<file path="src/common/timer_pair_input_capture_defs.svh">
// Offsets, field positions, reset values and divider counts of the timer pair
// and input capture block. Assumes a 32-bit APB with byte addresses.
`ifndef TIMER_PAIR_INPUT_CAPTURE_DEFS_SVH
`define TIMER_PAIR_INPUT_CAPTURE_DEFS_SVH

// ----------------------------------------------------------------------------
// Register byte offsets
// ----------------------------------------------------------------------------
`define ADDR_LOWER_CTRL   8'h00
`define ADDR_UPPER_CTRL   8'h04
`define ADDR_CAPTURE_CTRL 8'h08
`define ADDR_CAPTURE_BUF  8'h0C
`define ADDR_LOWER_COUNT  8'h10
`define ADDR_UPPER_COUNT  8'h14

// ----------------------------------------------------------------------------
// Timer control fields
// ----------------------------------------------------------------------------
`define TBIT_RUN    15
`define TBIT_IDLE   13
`define TBIT_GATE   6
`define TBIT_DIV_HI 5
`define TBIT_DIV_LO 4
`define TBIT_PAIR   3
`define TBIT_SRC    1

// ----------------------------------------------------------------------------
// Capture control fields
// ----------------------------------------------------------------------------
`define CBIT_IDLE   13
`define CBIT_TSEL   7
`define CBIT_IRQ_HI 6
`define CBIT_IRQ_LO 5
`define CBIT_OVF    4
`define CBIT_BNE    3
`define CBIT_MODE_HI 2

// ----------------------------------------------------------------------------
// Reset values and prescale terminal counts
// ----------------------------------------------------------------------------
`define RESET_WORD  16'h0000
`define DIV_LIM_1   8'h00
`define DIV_LIM_8   8'h07
`define DIV_LIM_64  8'h3F
`define DIV_LIM_256 8'hFF
`define COUNT_MAX   16'hFFFF

`endif

</file>
<file path="src/common/timer_pair_input_capture_pkg.sv">
// Types shared by the timer pair and input capture block.
// Assumes the constants header is included by the design file.
package timer_pair_input_capture_pkg;

   // Timer control as held in the control registers
   typedef struct packed {
      logic       timer_run_enable;
      logic       timer_idle_halt;
      logic       gate_accumulate_enable;
      logic [1:0] clock_divide_select;
      logic       pair_mode_select;
      logic       clock_source_select;
   } timer_ctrl_type;

   // Capture event modes
   typedef enum logic [2:0] {
      CAP_OFF        = 3'b000,
      CAP_EVERY_EDGE = 3'b001,
      CAP_FALL       = 3'b010,
      CAP_RISE       = 3'b011,
      CAP_RISE_4     = 3'b100,
      CAP_RISE_16    = 3'b101,
      CAP_UNUSED     = 3'b110,
      CAP_WAKE_ONLY  = 3'b111
   } capture_mode_type;

   // Capture channel control
   typedef struct packed {
      logic             capture_idle_halt;
      logic             capture_timebase_select;
      logic [1:0]       captures_per_interrupt;
      capture_mode_type capture_mode_select;
   } capture_ctrl_type;

endpackage

</file>
<file path="src/core/timer_pair_input_capture.sv">
// Timer pair control (two 16-bit timers, optionally one 32-bit timer) and one
// input capture channel with a four word buffer, behind an APB slave.
// Assumes IDLE_I and SLEEP_I come from logic on CLK_SYS_I; pins are asynchronous.
`include "timer_pair_input_capture_defs.svh"
`timescale 1ns/1ps
`default_nettype none

module timer_pair_input_capture #(
   parameter int FIFO_DEPTH = 4
) (
   input  wire logic        CLK_SYS_I,
   input  wire logic        RST_N_I,
   input  wire logic        PSEL_I,
   input  wire logic        PENABLE_I,
   input  wire logic        PWRITE_I,
   input  wire logic [7:0]  PADDR_I,
   input  wire logic [31:0] PWDATA_I,
   output logic      [31:0] PRDATA_O,
   output logic             PREADY_O,
   output logic             PSLVERR_O,
   input  wire logic [1:0]  EXTERNAL_TIMER_CLOCK_PIN_I,
   input  wire logic        CAPTURE_INPUT_PIN_I,
   input  wire logic        IDLE_I,
   input  wire logic        SLEEP_I,
   output logic             CAPTURE_IRQ_O,
   output logic             WAKE_O,
   output logic             ADC_TRIGGER_O
);

   localparam int PTR_W = $clog2(FIFO_DEPTH);
   localparam logic [PTR_W:0] FULL_COUNT = (PTR_W + 1)'(FIFO_DEPTH);

   // Buffer pointers wrap naturally only for powers of two
   if (FIFO_DEPTH != 4) begin : g_depth_check
      $error("FIFO_DEPTH must be 4");
   end

   // -------------------------------------------------------------------------
   // Declarations
   // -------------------------------------------------------------------------
   timer_pair_input_capture_pkg::timer_ctrl_type   tctl_reg [2];
   timer_pair_input_capture_pkg::capture_ctrl_type cctl_reg;
   logic [15:0]      tmr_reg [2];
   logic [7:0]       pre_reg [2];
   logic [2:0]       sync_reg [3];
   logic [2:0]       filt_reg, filt_prev_reg, rise, fall;
   logic [15:0]      fifo_mem [FIFO_DEPTH];
   logic [PTR_W-1:0] wr_ptr_reg, rd_ptr_reg;
   logic [PTR_W:0]   count_reg;
   logic [3:0]       edge_cnt_reg;
   logic [1:0]       irq_cnt_reg;
   logic [31:0]      prdata_reg, rd_word;
   logic             ovf_reg, pready_reg, pslverr_reg, pop_armed_reg, irq_reg, wake_reg, adc_reg;
   logic             apb_access, wr_en, rd_done, mapped, lower_wrap;
   logic             cap_event, cap_take, push, pop, pin_irq_mode;
   logic [1:0]       src_tick, active, inc;
   logic [7:0]       div_lim [2];
   logic [15:0]      cap_value;

   // -------------------------------------------------------------------------
   // Pin synchronisers: three stages, change accepted when 2nd and 3rd agree
   // -------------------------------------------------------------------------
   logic [2:0] pin_vec;
   assign pin_vec = {CAPTURE_INPUT_PIN_I, EXTERNAL_TIMER_CLOCK_PIN_I};

   for (genvar p = 0; p < 3; p++) begin : g_sync
      // First stage feeds only the second stage
      always_ff @(posedge CLK_SYS_I) begin
         if (!RST_N_I) begin
            sync_reg[p]      <= 3'b000;
            filt_reg[p]      <= 1'b0;
            filt_prev_reg[p] <= 1'b0;
         end else begin
            sync_reg[p]      <= {sync_reg[p][1:0], pin_vec[p]};
            filt_prev_reg[p] <= filt_reg[p];
            if (sync_reg[p][1] == sync_reg[p][2]) begin
               filt_reg[p] <= sync_reg[p][2];
            end
         end
      end
      assign rise[p] = filt_reg[p] & ~filt_prev_reg[p];
      assign fall[p] = ~filt_reg[p] & filt_prev_reg[p];
   end

   // -------------------------------------------------------------------------
   // APB slave: one wait state, answer registered
   // -------------------------------------------------------------------------
   assign apb_access = PSEL_I & PENABLE_I;
   assign wr_en      = apb_access & pready_reg & PWRITE_I;
   assign rd_done    = apb_access & pready_reg & ~PWRITE_I;

   // Read mux and address decode
   always_comb begin
      rd_word = 32'h0000_0000;
      mapped  = 1'b1;
      case (PADDR_I)
         `ADDR_LOWER_CTRL, `ADDR_UPPER_CTRL: begin
            rd_word[`TBIT_RUN]                = tctl_reg[PADDR_I[2]].timer_run_enable;
            rd_word[`TBIT_IDLE]               = tctl_reg[PADDR_I[2]].timer_idle_halt;
            rd_word[`TBIT_GATE]               = tctl_reg[PADDR_I[2]].gate_accumulate_enable;
            rd_word[`TBIT_DIV_HI:`TBIT_DIV_LO] = tctl_reg[PADDR_I[2]].clock_divide_select;
            rd_word[`TBIT_PAIR]               = tctl_reg[PADDR_I[2]].pair_mode_select;
            rd_word[`TBIT_SRC]                = tctl_reg[PADDR_I[2]].clock_source_select;
         end
         `ADDR_CAPTURE_CTRL: begin
            rd_word[`CBIT_IDLE]                = cctl_reg.capture_idle_halt;
            rd_word[`CBIT_TSEL]                = cctl_reg.capture_timebase_select;
            rd_word[`CBIT_IRQ_HI:`CBIT_IRQ_LO] = cctl_reg.captures_per_interrupt;
            rd_word[`CBIT_OVF]                 = ovf_reg;
            rd_word[`CBIT_BNE]                 = (count_reg != '0);
            rd_word[`CBIT_MODE_HI:0]           = cctl_reg.capture_mode_select;
         end
         `ADDR_CAPTURE_BUF: rd_word[15:0] = (count_reg != '0) ? fifo_mem[rd_ptr_reg] : 16'h0000;
         `ADDR_LOWER_COUNT: rd_word[15:0] = tmr_reg[0];
         `ADDR_UPPER_COUNT: rd_word[15:0] = tmr_reg[1];
         default: mapped = 1'b0;
      endcase
   end

   // Answer one cycle into the access phase
   always_ff @(posedge CLK_SYS_I) begin
      if (!RST_N_I) begin
         pready_reg    <= 1'b0;
         prdata_reg    <= 32'h0000_0000;
         pslverr_reg   <= 1'b0;
         pop_armed_reg <= 1'b0;
      end else begin
         pready_reg <= apb_access & ~pready_reg;
         if (apb_access & ~pready_reg) begin
            prdata_reg    <= PWRITE_I ? 32'h0000_0000 : rd_word;
            pslverr_reg   <= ~mapped;
            // Pop only the entry actually returned; guards a push racing an empty read
            pop_armed_reg <= ~PWRITE_I & (PADDR_I == `ADDR_CAPTURE_BUF) & (count_reg != '0);
         end
      end
   end

   // Control register writes, only implemented bits stored
   always_ff @(posedge CLK_SYS_I) begin
      if (!RST_N_I) begin
         tctl_reg[0] <= '0;
         tctl_reg[1] <= '0;
         cctl_reg    <= '0;
      end else if (wr_en) begin
         if (PADDR_I == `ADDR_LOWER_CTRL || PADDR_I == `ADDR_UPPER_CTRL) begin
            tctl_reg[PADDR_I[2]].timer_run_enable       <= PWDATA_I[`TBIT_RUN];
            tctl_reg[PADDR_I[2]].timer_idle_halt        <= PWDATA_I[`TBIT_IDLE];
            tctl_reg[PADDR_I[2]].gate_accumulate_enable <= PWDATA_I[`TBIT_GATE];
            tctl_reg[PADDR_I[2]].clock_divide_select    <= PWDATA_I[`TBIT_DIV_HI:`TBIT_DIV_LO];
            // Pair bit lives in the lower register only
            tctl_reg[PADDR_I[2]].pair_mode_select       <= PWDATA_I[`TBIT_PAIR] & ~PADDR_I[2];
            tctl_reg[PADDR_I[2]].clock_source_select    <= PWDATA_I[`TBIT_SRC];
         end
         if (PADDR_I == `ADDR_CAPTURE_CTRL) begin
            cctl_reg.capture_idle_halt       <= PWDATA_I[`CBIT_IDLE];
            cctl_reg.capture_timebase_select <= PWDATA_I[`CBIT_TSEL];
            cctl_reg.captures_per_interrupt  <= PWDATA_I[`CBIT_IRQ_HI:`CBIT_IRQ_LO];
            cctl_reg.capture_mode_select     <=
               timer_pair_input_capture_pkg::capture_mode_type'(PWDATA_I[`CBIT_MODE_HI:0]);
         end
      end
   end

   // -------------------------------------------------------------------------
   // Timer tick sources, idle halting and prescalers
   // -------------------------------------------------------------------------
   always_comb begin
      for (int i = 0; i < 2; i++) begin
         // External pin wins; gate pin level only counts on internal clock
         src_tick[i] = tctl_reg[i].clock_source_select ? rise[i]
                     : (tctl_reg[i].gate_accumulate_enable ? filt_reg[i] : 1'b1);
         case (tctl_reg[i].clock_divide_select)
            2'b11:   div_lim[i] = `DIV_LIM_256;
            2'b10:   div_lim[i] = `DIV_LIM_64;
            2'b01:   div_lim[i] = `DIV_LIM_8;
            default: div_lim[i] = `DIV_LIM_1;
         endcase
      end
      // In pair mode the upper idle bit still halts the pair
      active[0] = tctl_reg[0].timer_run_enable & ~(IDLE_I & (tctl_reg[0].timer_idle_halt
                  | (tctl_reg[0].pair_mode_select & tctl_reg[1].timer_idle_halt)));
      // Upper controls other than the idle-halt bit are ignored while paired
      active[1] = tctl_reg[1].timer_run_enable & ~(IDLE_I & tctl_reg[1].timer_idle_halt)
                  & ~tctl_reg[0].pair_mode_select;
      for (int i = 0; i < 2; i++) begin
         inc[i] = active[i] & src_tick[i] & (pre_reg[i] == div_lim[i]);
      end
   end

   // Prescale counters restart whenever their timer is stopped
   always_ff @(posedge CLK_SYS_I) begin
      for (int i = 0; i < 2; i++) begin
         if (!RST_N_I || !active[i]) begin
            pre_reg[i] <= 8'h00;
         end else if (src_tick[i]) begin
            pre_reg[i] <= (pre_reg[i] == div_lim[i]) ? 8'h00 : pre_reg[i] + 8'h01;
         end
      end
   end

   assign lower_wrap = inc[0] & (tmr_reg[0] == `COUNT_MAX);

   // Counters; a bus write overrides counting
   always_ff @(posedge CLK_SYS_I) begin
      if (!RST_N_I) begin
         tmr_reg[0] <= `RESET_WORD;
         tmr_reg[1] <= `RESET_WORD;
      end else begin
         if (wr_en && PADDR_I == `ADDR_LOWER_COUNT) begin
            tmr_reg[0] <= PWDATA_I[15:0];
         end else if (inc[0]) begin
            tmr_reg[0] <= tmr_reg[0] + 16'h0001;
         end
         if (wr_en && PADDR_I == `ADDR_UPPER_COUNT) begin
            tmr_reg[1] <= PWDATA_I[15:0];
         end else if (tctl_reg[0].pair_mode_select ? lower_wrap : inc[1]) begin
            tmr_reg[1] <= tmr_reg[1] + 16'h0001;
         end
      end
   end

   // Converter trigger on 32-bit rollover; single timers never trigger
   always_ff @(posedge CLK_SYS_I) begin
      if (!RST_N_I) begin
         adc_reg <= 1'b0;
      end else begin
         adc_reg <= tctl_reg[0].pair_mode_select & lower_wrap & (tmr_reg[1] == `COUNT_MAX);
      end
   end

   // -------------------------------------------------------------------------
   // Capture event qualification
   // -------------------------------------------------------------------------
   assign pin_irq_mode = (cctl_reg.capture_mode_select == timer_pair_input_capture_pkg::CAP_WAKE_ONLY);

   always_comb begin
      case (cctl_reg.capture_mode_select)
         timer_pair_input_capture_pkg::CAP_EVERY_EDGE: cap_event = rise[2] | fall[2];
         timer_pair_input_capture_pkg::CAP_FALL:       cap_event = fall[2];
         timer_pair_input_capture_pkg::CAP_RISE:       cap_event = rise[2];
         timer_pair_input_capture_pkg::CAP_RISE_4:     cap_event = rise[2] & (edge_cnt_reg[1:0] == 2'b11);
         timer_pair_input_capture_pkg::CAP_RISE_16:    cap_event = rise[2] & (edge_cnt_reg == 4'hF);
         default:                                      cap_event = 1'b0;
      endcase
      cap_take  = cap_event & ~(IDLE_I & cctl_reg.capture_idle_halt);
      cap_value = cctl_reg.capture_timebase_select ? tmr_reg[0] : tmr_reg[1];
      push      = cap_take & (count_reg != FULL_COUNT);
      pop       = rd_done & pop_armed_reg;
   end

   // Rising edge prescaler, cleared outside the prescaled modes
   always_ff @(posedge CLK_SYS_I) begin
      if (!RST_N_I || cctl_reg.capture_mode_select[2:1] != 2'b10) begin
         edge_cnt_reg <= 4'h0;
      end else if (rise[2] && !(IDLE_I && cctl_reg.capture_idle_halt)) begin
         edge_cnt_reg <= edge_cnt_reg + 4'h1;
      end
   end

   // -------------------------------------------------------------------------
   // Capture buffer and overflow
   // -------------------------------------------------------------------------
   always_ff @(posedge CLK_SYS_I) begin
      if (push) begin
         fifo_mem[wr_ptr_reg] <= cap_value;
      end
   end

   // Disabling the channel flushes it
   always_ff @(posedge CLK_SYS_I) begin
      if (!RST_N_I || cctl_reg.capture_mode_select == timer_pair_input_capture_pkg::CAP_OFF) begin
         wr_ptr_reg <= '0;
         rd_ptr_reg <= '0;
         count_reg  <= '0;
      end else begin
         wr_ptr_reg <= wr_ptr_reg + PTR_W'(push);
         rd_ptr_reg <= rd_ptr_reg + PTR_W'(pop);
         count_reg  <= count_reg + (PTR_W + 1)'(push) - (PTR_W + 1)'(pop);
      end
   end

   // Overflow set on a dropped capture; cleared when a read empties the buffer
   always_ff @(posedge CLK_SYS_I) begin
      if (!RST_N_I) begin
         ovf_reg <= 1'b0;
      end else if (cap_take && count_reg == FULL_COUNT) begin
         ovf_reg <= 1'b1;
      end else if ((pop && count_reg == 1) ||
                   cctl_reg.capture_mode_select == timer_pair_input_capture_pkg::CAP_OFF) begin
         ovf_reg <= 1'b0;
      end
   end

   // -------------------------------------------------------------------------
   // Capture interrupt and wake
   // -------------------------------------------------------------------------
   always_ff @(posedge CLK_SYS_I) begin
      if (!RST_N_I || cctl_reg.capture_mode_select == timer_pair_input_capture_pkg::CAP_OFF) begin
         irq_cnt_reg <= 2'b00;
         irq_reg     <= 1'b0;
         wake_reg    <= 1'b0;
      end else begin
         irq_reg  <= 1'b0;
         wake_reg <= 1'b0;
         if (pin_irq_mode) begin
            // Pin acts as a wake source only while asleep or idle
            irq_reg  <= rise[2] & (SLEEP_I | IDLE_I);
            wake_reg <= rise[2] & (SLEEP_I | IDLE_I);
         end else if (cap_take) begin
            if (cctl_reg.capture_mode_select == timer_pair_input_capture_pkg::CAP_EVERY_EDGE) begin
               irq_reg     <= 1'b1;
               irq_cnt_reg <= 2'b00;
            end else if (irq_cnt_reg == cctl_reg.captures_per_interrupt) begin
               irq_reg     <= 1'b1;
               irq_cnt_reg <= 2'b00;
            end else begin
               irq_cnt_reg <= irq_cnt_reg + 2'b01;
            end
         end
      end
   end

   // -------------------------------------------------------------------------
   // Outputs
   // -------------------------------------------------------------------------
   assign PRDATA_O      = prdata_reg;
   assign PREADY_O      = pready_reg;
   assign PSLVERR_O     = pslverr_reg;
   assign CAPTURE_IRQ_O = irq_reg;
   assign WAKE_O        = wake_reg;
   assign ADC_TRIGGER_O = adc_reg;
endmodule

`default_nettype wire

</file>
<file path="config.mk">
export PLATFORM = sky130hd
export DESIGN_NAME = timer_pair_input_capture
export DESIGN_NICKNAME = d
export VERILOG_FILES = /design/src/common/timer_pair_input_capture_pkg.sv /design/src/core/timer_pair_input_capture.sv
export VERILOG_INCLUDE_DIRS = /design/src /design/src/common
export SDC_FILE = /design/constraint.sdc
export NUM_CORES = 1
export LEC_CHECK = 0
export BUFFER_PORTS_ARGS = -buffer_cell sky130_fd_sc_hd__buf_2
export CORE_AREA = 8 8 131 133
export CTS_BUF_LIST = sky130_fd_sc_hd__clkbuf_4 sky130_fd_sc_hd__clkbuf_8
export DETAILED_ROUTE_END_ITERATION = 10
export DIE_AREA = 0 0 139 141
export HOLD_SLACK_MARGIN = 0.05
export PLACE_DENSITY = 0.79
export SLEW_MARGIN = 20
export SYNTH_ARGS = -nofsm -noshare
export SYNTH_HDL_FRONTEND = slang
export SYNTH_SLANG_ARGS = --single-unit
</file>
<file path="constraint.sdc">
create_clock -name CLK_SYS_I -period 10.01 [get_ports CLK_SYS_I]
set_clock_uncertainty 0.2 [all_clocks]
set_input_delay 2.002 -clock CLK_SYS_I [delete_from_list [all_inputs] [get_ports CLK_SYS_I]]
set_output_delay 2.002 -clock CLK_SYS_I [all_outputs]
set_load 0.005 [all_outputs]
</file>
==> reports/qor.csv <==
stage,metric,value,unit
status,status,"complete, no violations",
timing,maxSlewHeadroom,36.02,%
logic_synthesis,avgSynthCellArea,11.69,um2
global_route,grt_overflow,0,
global_route,grt_pass1_vias,6284,
timing,worst_slew_pin_slew,0.9587,ns
logic_synthesis,synthFlopType,edfxtp_1,
floorplanning,core,0.01498,mm2
worst_setup_path,timing_worst_setup_path_type,in2reg,
placement,gp_congestion,0.9036,
clock_tree,post_cts_resize_count,0,
layout,instances_no_fill,1015,
layout,utilization,64.96,%
layout,final_area,0.009729,mm2
floorplanning,std_cell_rows,45,
power_and_ir_drop,pwr-share-clk,34.9,%
clock_tree,clk_pin_slew_worst_paths,0.10,ns
logic_synthesis,synth_cell_type_count,62,
timing,rsz0062_at_grt,no,
worst_setup_path,crit_required,10.10,ns
power_and_ir_drop,intPower,0.001033,W
logic_synthesis,synth-seq-cells,184,
global_route,antenna_found_initial,0,
floorplanning,fp.dieH,141,um
detailed_routing,postRouteAntennaNets,0,
worst_setup_path,endpoint_kind,flip-flop,
floorplanning,ios,87,
global_route,grt_max_degree,47,
placement,hpwl,14710,um
clock_tree,clock_sinks,184,
clock_tree,cts_tree,done,
worst_setup_path,arrival,4.72,ns
logic_synthesis,yosys_warnings,0,
logic_synthesis,synthArstFlopShare,0,%
layout,antenna_cells,0,
power_and_ir_drop,power,0.001384,W
clock_tree,clock_latency,0.48,ns
power_and_ir_drop,ir_worst_vdd,98.51,uV
detailed_routing,vias_per_cell,6.176,
worst_setup_path,cp_max_fo,17,
detailed_routing,firstDrtPassIters,6,
detailed_routing,routed-wl-met3,1514,um
logic_synthesis,synth_enable_flop_cells,126,
power_and_ir_drop,p_leak,3.650,nW
clock_tree,cts_buffers,17,
clock_tree,h-tree-depth,4,
power_and_ir_drop,sw_frac_of_total,25.40,%
clock_tree,ctsHoldBuffers,0,
layout,drive_gt1_share,19.23,%
power_and_ir_drop,power_density,142.3,mW/mm2
logic_synthesis,netlist_area,0.009000,mm2
power_and_ir_drop,switchingPower,0.0003515,W
worst_setup_path,path_cells,"buf_2, or4_4, or4b_4, o22ai_2, nand2_2, a211oi_1",
timing,fin_crit,4.628,ns
timing,setup-violations-final,0,
detailed_routing,top_layer,met4,
hold_path,worstHoldPathType,reg2reg,
clock_tree,cts_setup_buffers,0,
floorplanning,dieWidth,139,um
timing,fin_crit_sh,46.24,%
detailed_routing,vias,6269,
layout,final_cell_mix,"126 x edfxtp_1, 91 x nor2_1, 58 x dfxtp_1, 54 x buf_2, 41 x nand2_1",
logic_synthesis,synthCells,770,
layout,largest_reg_flops,64,
worst_setup_path,crit_slowest_cell,or4b_4,
timing,setup_tns,0,ns
logic_synthesis,ys_seq_area_share,54.94,%
timing,slew_viol_final,0,
run,cap_violations,0,
worst_setup_path,max_stage_delay,0.64,ns
layout,syn_to_final_growth,8.105,%
placement,placed_cells,983,
power_and_ir_drop,seqPwrFrac,60.3,%
detailed_routing,wirelength,20730,um
power_and_ir_drop,combPwrFrac,4.8,%
placement,io_buffer_count,54,
global_route,grtUsageTotal,21.57,%
layout,final_common_cell,edfxtp_1,
worst_setup_path,start_kind,primary input,
timing,hold_violations,0,
detailed_routing,drc,0,
global_route,grt_pass1_wl,33240,um
detailed_routing,wl_met2,9997,um
clock_tree,cts-root-buf,clkbuf_8,
clock_tree,max-clock-path-buffers,2,
layout,final_nets,876,
detailed_routing,wl_per_cell,20.42,um
placement,placed_area,0.009350,mm2
floorplanning,design.die.area,0.01960,mm2
detailed_routing,m1WireLength,8494,um
detailed_routing,drt_iter0_markers,580,
floorplanning,start_util,60.09,%
timing,fmax,216.1,MHz
worst max-delay path, delay by kind of cell:
| family | cells | cell delay (ns) |
|---|---|---|
| and+or+nand+nor | 3 | 1.67 |
| buffers and inverters | 1 | 0.10 |
| AOI/OAI and AO/OA | 2 | 0.94 |
metal layers:
metal  track usage [%]  vias to the layer above
li1                  -                     2870
met3             5.334                       52
met5                 0                        -
met2             35.68                      277
met1             26.23                     3070
met4             10.05                        0
power by group through the flow:
stage                     Clock [W]  Combinational (W)  Sequential, W
final                      0.000484          0.0000661       0.000834
after global routing       0.000515          0.0000721       0.000836
after CTS                  0.000487          0.0000655       0.000834
after detailed placement          0          0.0000651       0.000851
after global placement            0          0.0000631       0.000850
after floorplan                   0          0.0000466       0.000845
final timing paths:
| kind | from | endpoint | slack [ns] | cells after the start |
|---|---|---|---|---|
| setup reg to reg | tmr_reg[0][0]$_SDFFCE_PP0P_ | tmr_reg[1][2]$_DFFE_PP_ | 6.66 | 6 |
| setup / recovery | PADDR_I[1] | tmr_reg[0][4]$_SDFFCE_PP0P_ | 5.38 | 6 |
| hold reg to reg | sync_reg[1][0]$_SDFF_PN0_ | sync_reg[1][1]$_SDFF_PN0_ | 0.24 | 1 |
| hold / removal | sync_reg[1][0]$_SDFF_PN0_ | sync_reg[1][1]$_SDFF_PN0_ | 0.24 | 1 |
cells in the mapped netlist, types with 11 or more instances:
library cell	instances	share of area, %
nor2_1	92	3.8
and3_1	21	1.5
mux4_2	17	4.3
a22oi_1	15	1.3
mux2_2	20	2.5
xnor2_1	26	2.5
a211oi_2	11	1.5
edfxtp_1	126	42
mux2i_1	35	3.9
and2_1	19	1.3
buf_4	17	1.4
inv_1	28	1.2
ha_1	11	1.5
o22ai_1	12	0.83
nand3_1	40	2.2
nand2_1	41	1.7
a21oi_1	12	0.67
clkbuf_1	23	0.96
o21ai_0	18	1.0
xor2_1	23	2.2
dfxtp_1	58	13
nand4_1	11	0.76
cell type report:
class | count | area [um2]
sequential | 184 | 4945
tap | 188 | 235.2
timing repair buffer | 61 | 322.8
fill | 1129 | 5248
clock buffer | 18 | 247.7
inverter | 29 | 108.9
multi-input combinational | 521 | 3739
clock inverter | 14 | 131.4
metrics by stage:
stage | hold slack (ns) | setup slack (ns)
2_1_floorplan | 0.2119 | 5.512
3_3_place_gp | 0.2212 | 5.032
3_5_place_dp | 0.2241 | 4.924
4_1_cts | 0.2426 | 5.435
5_1_grt | 0.2620 | 5.255
6_report | 0.2417 | 5.382
cells by family (layout without fill, tap and decap cells):
family / Yosys count / count (layout) / synth area share [%]
AO/OA/AOI/OAI: 99 / 99 / 8.244
XOR/XNOR: 49 / 49 / 4.769
adder cells (fa/ha/maj): 12 / 12 / 1.752
buffers and inverters: 81 / 122 / 4.324
flip-flops: 184 / 184 / 54.94
multiplexers: 72 / 72 / 10.65
other: 1 / 17 / 0.04167
AND/OR/NAND/NOR: 272 / 272 / 15.28
Note: power is estimated with default switching activity, not from simulation.
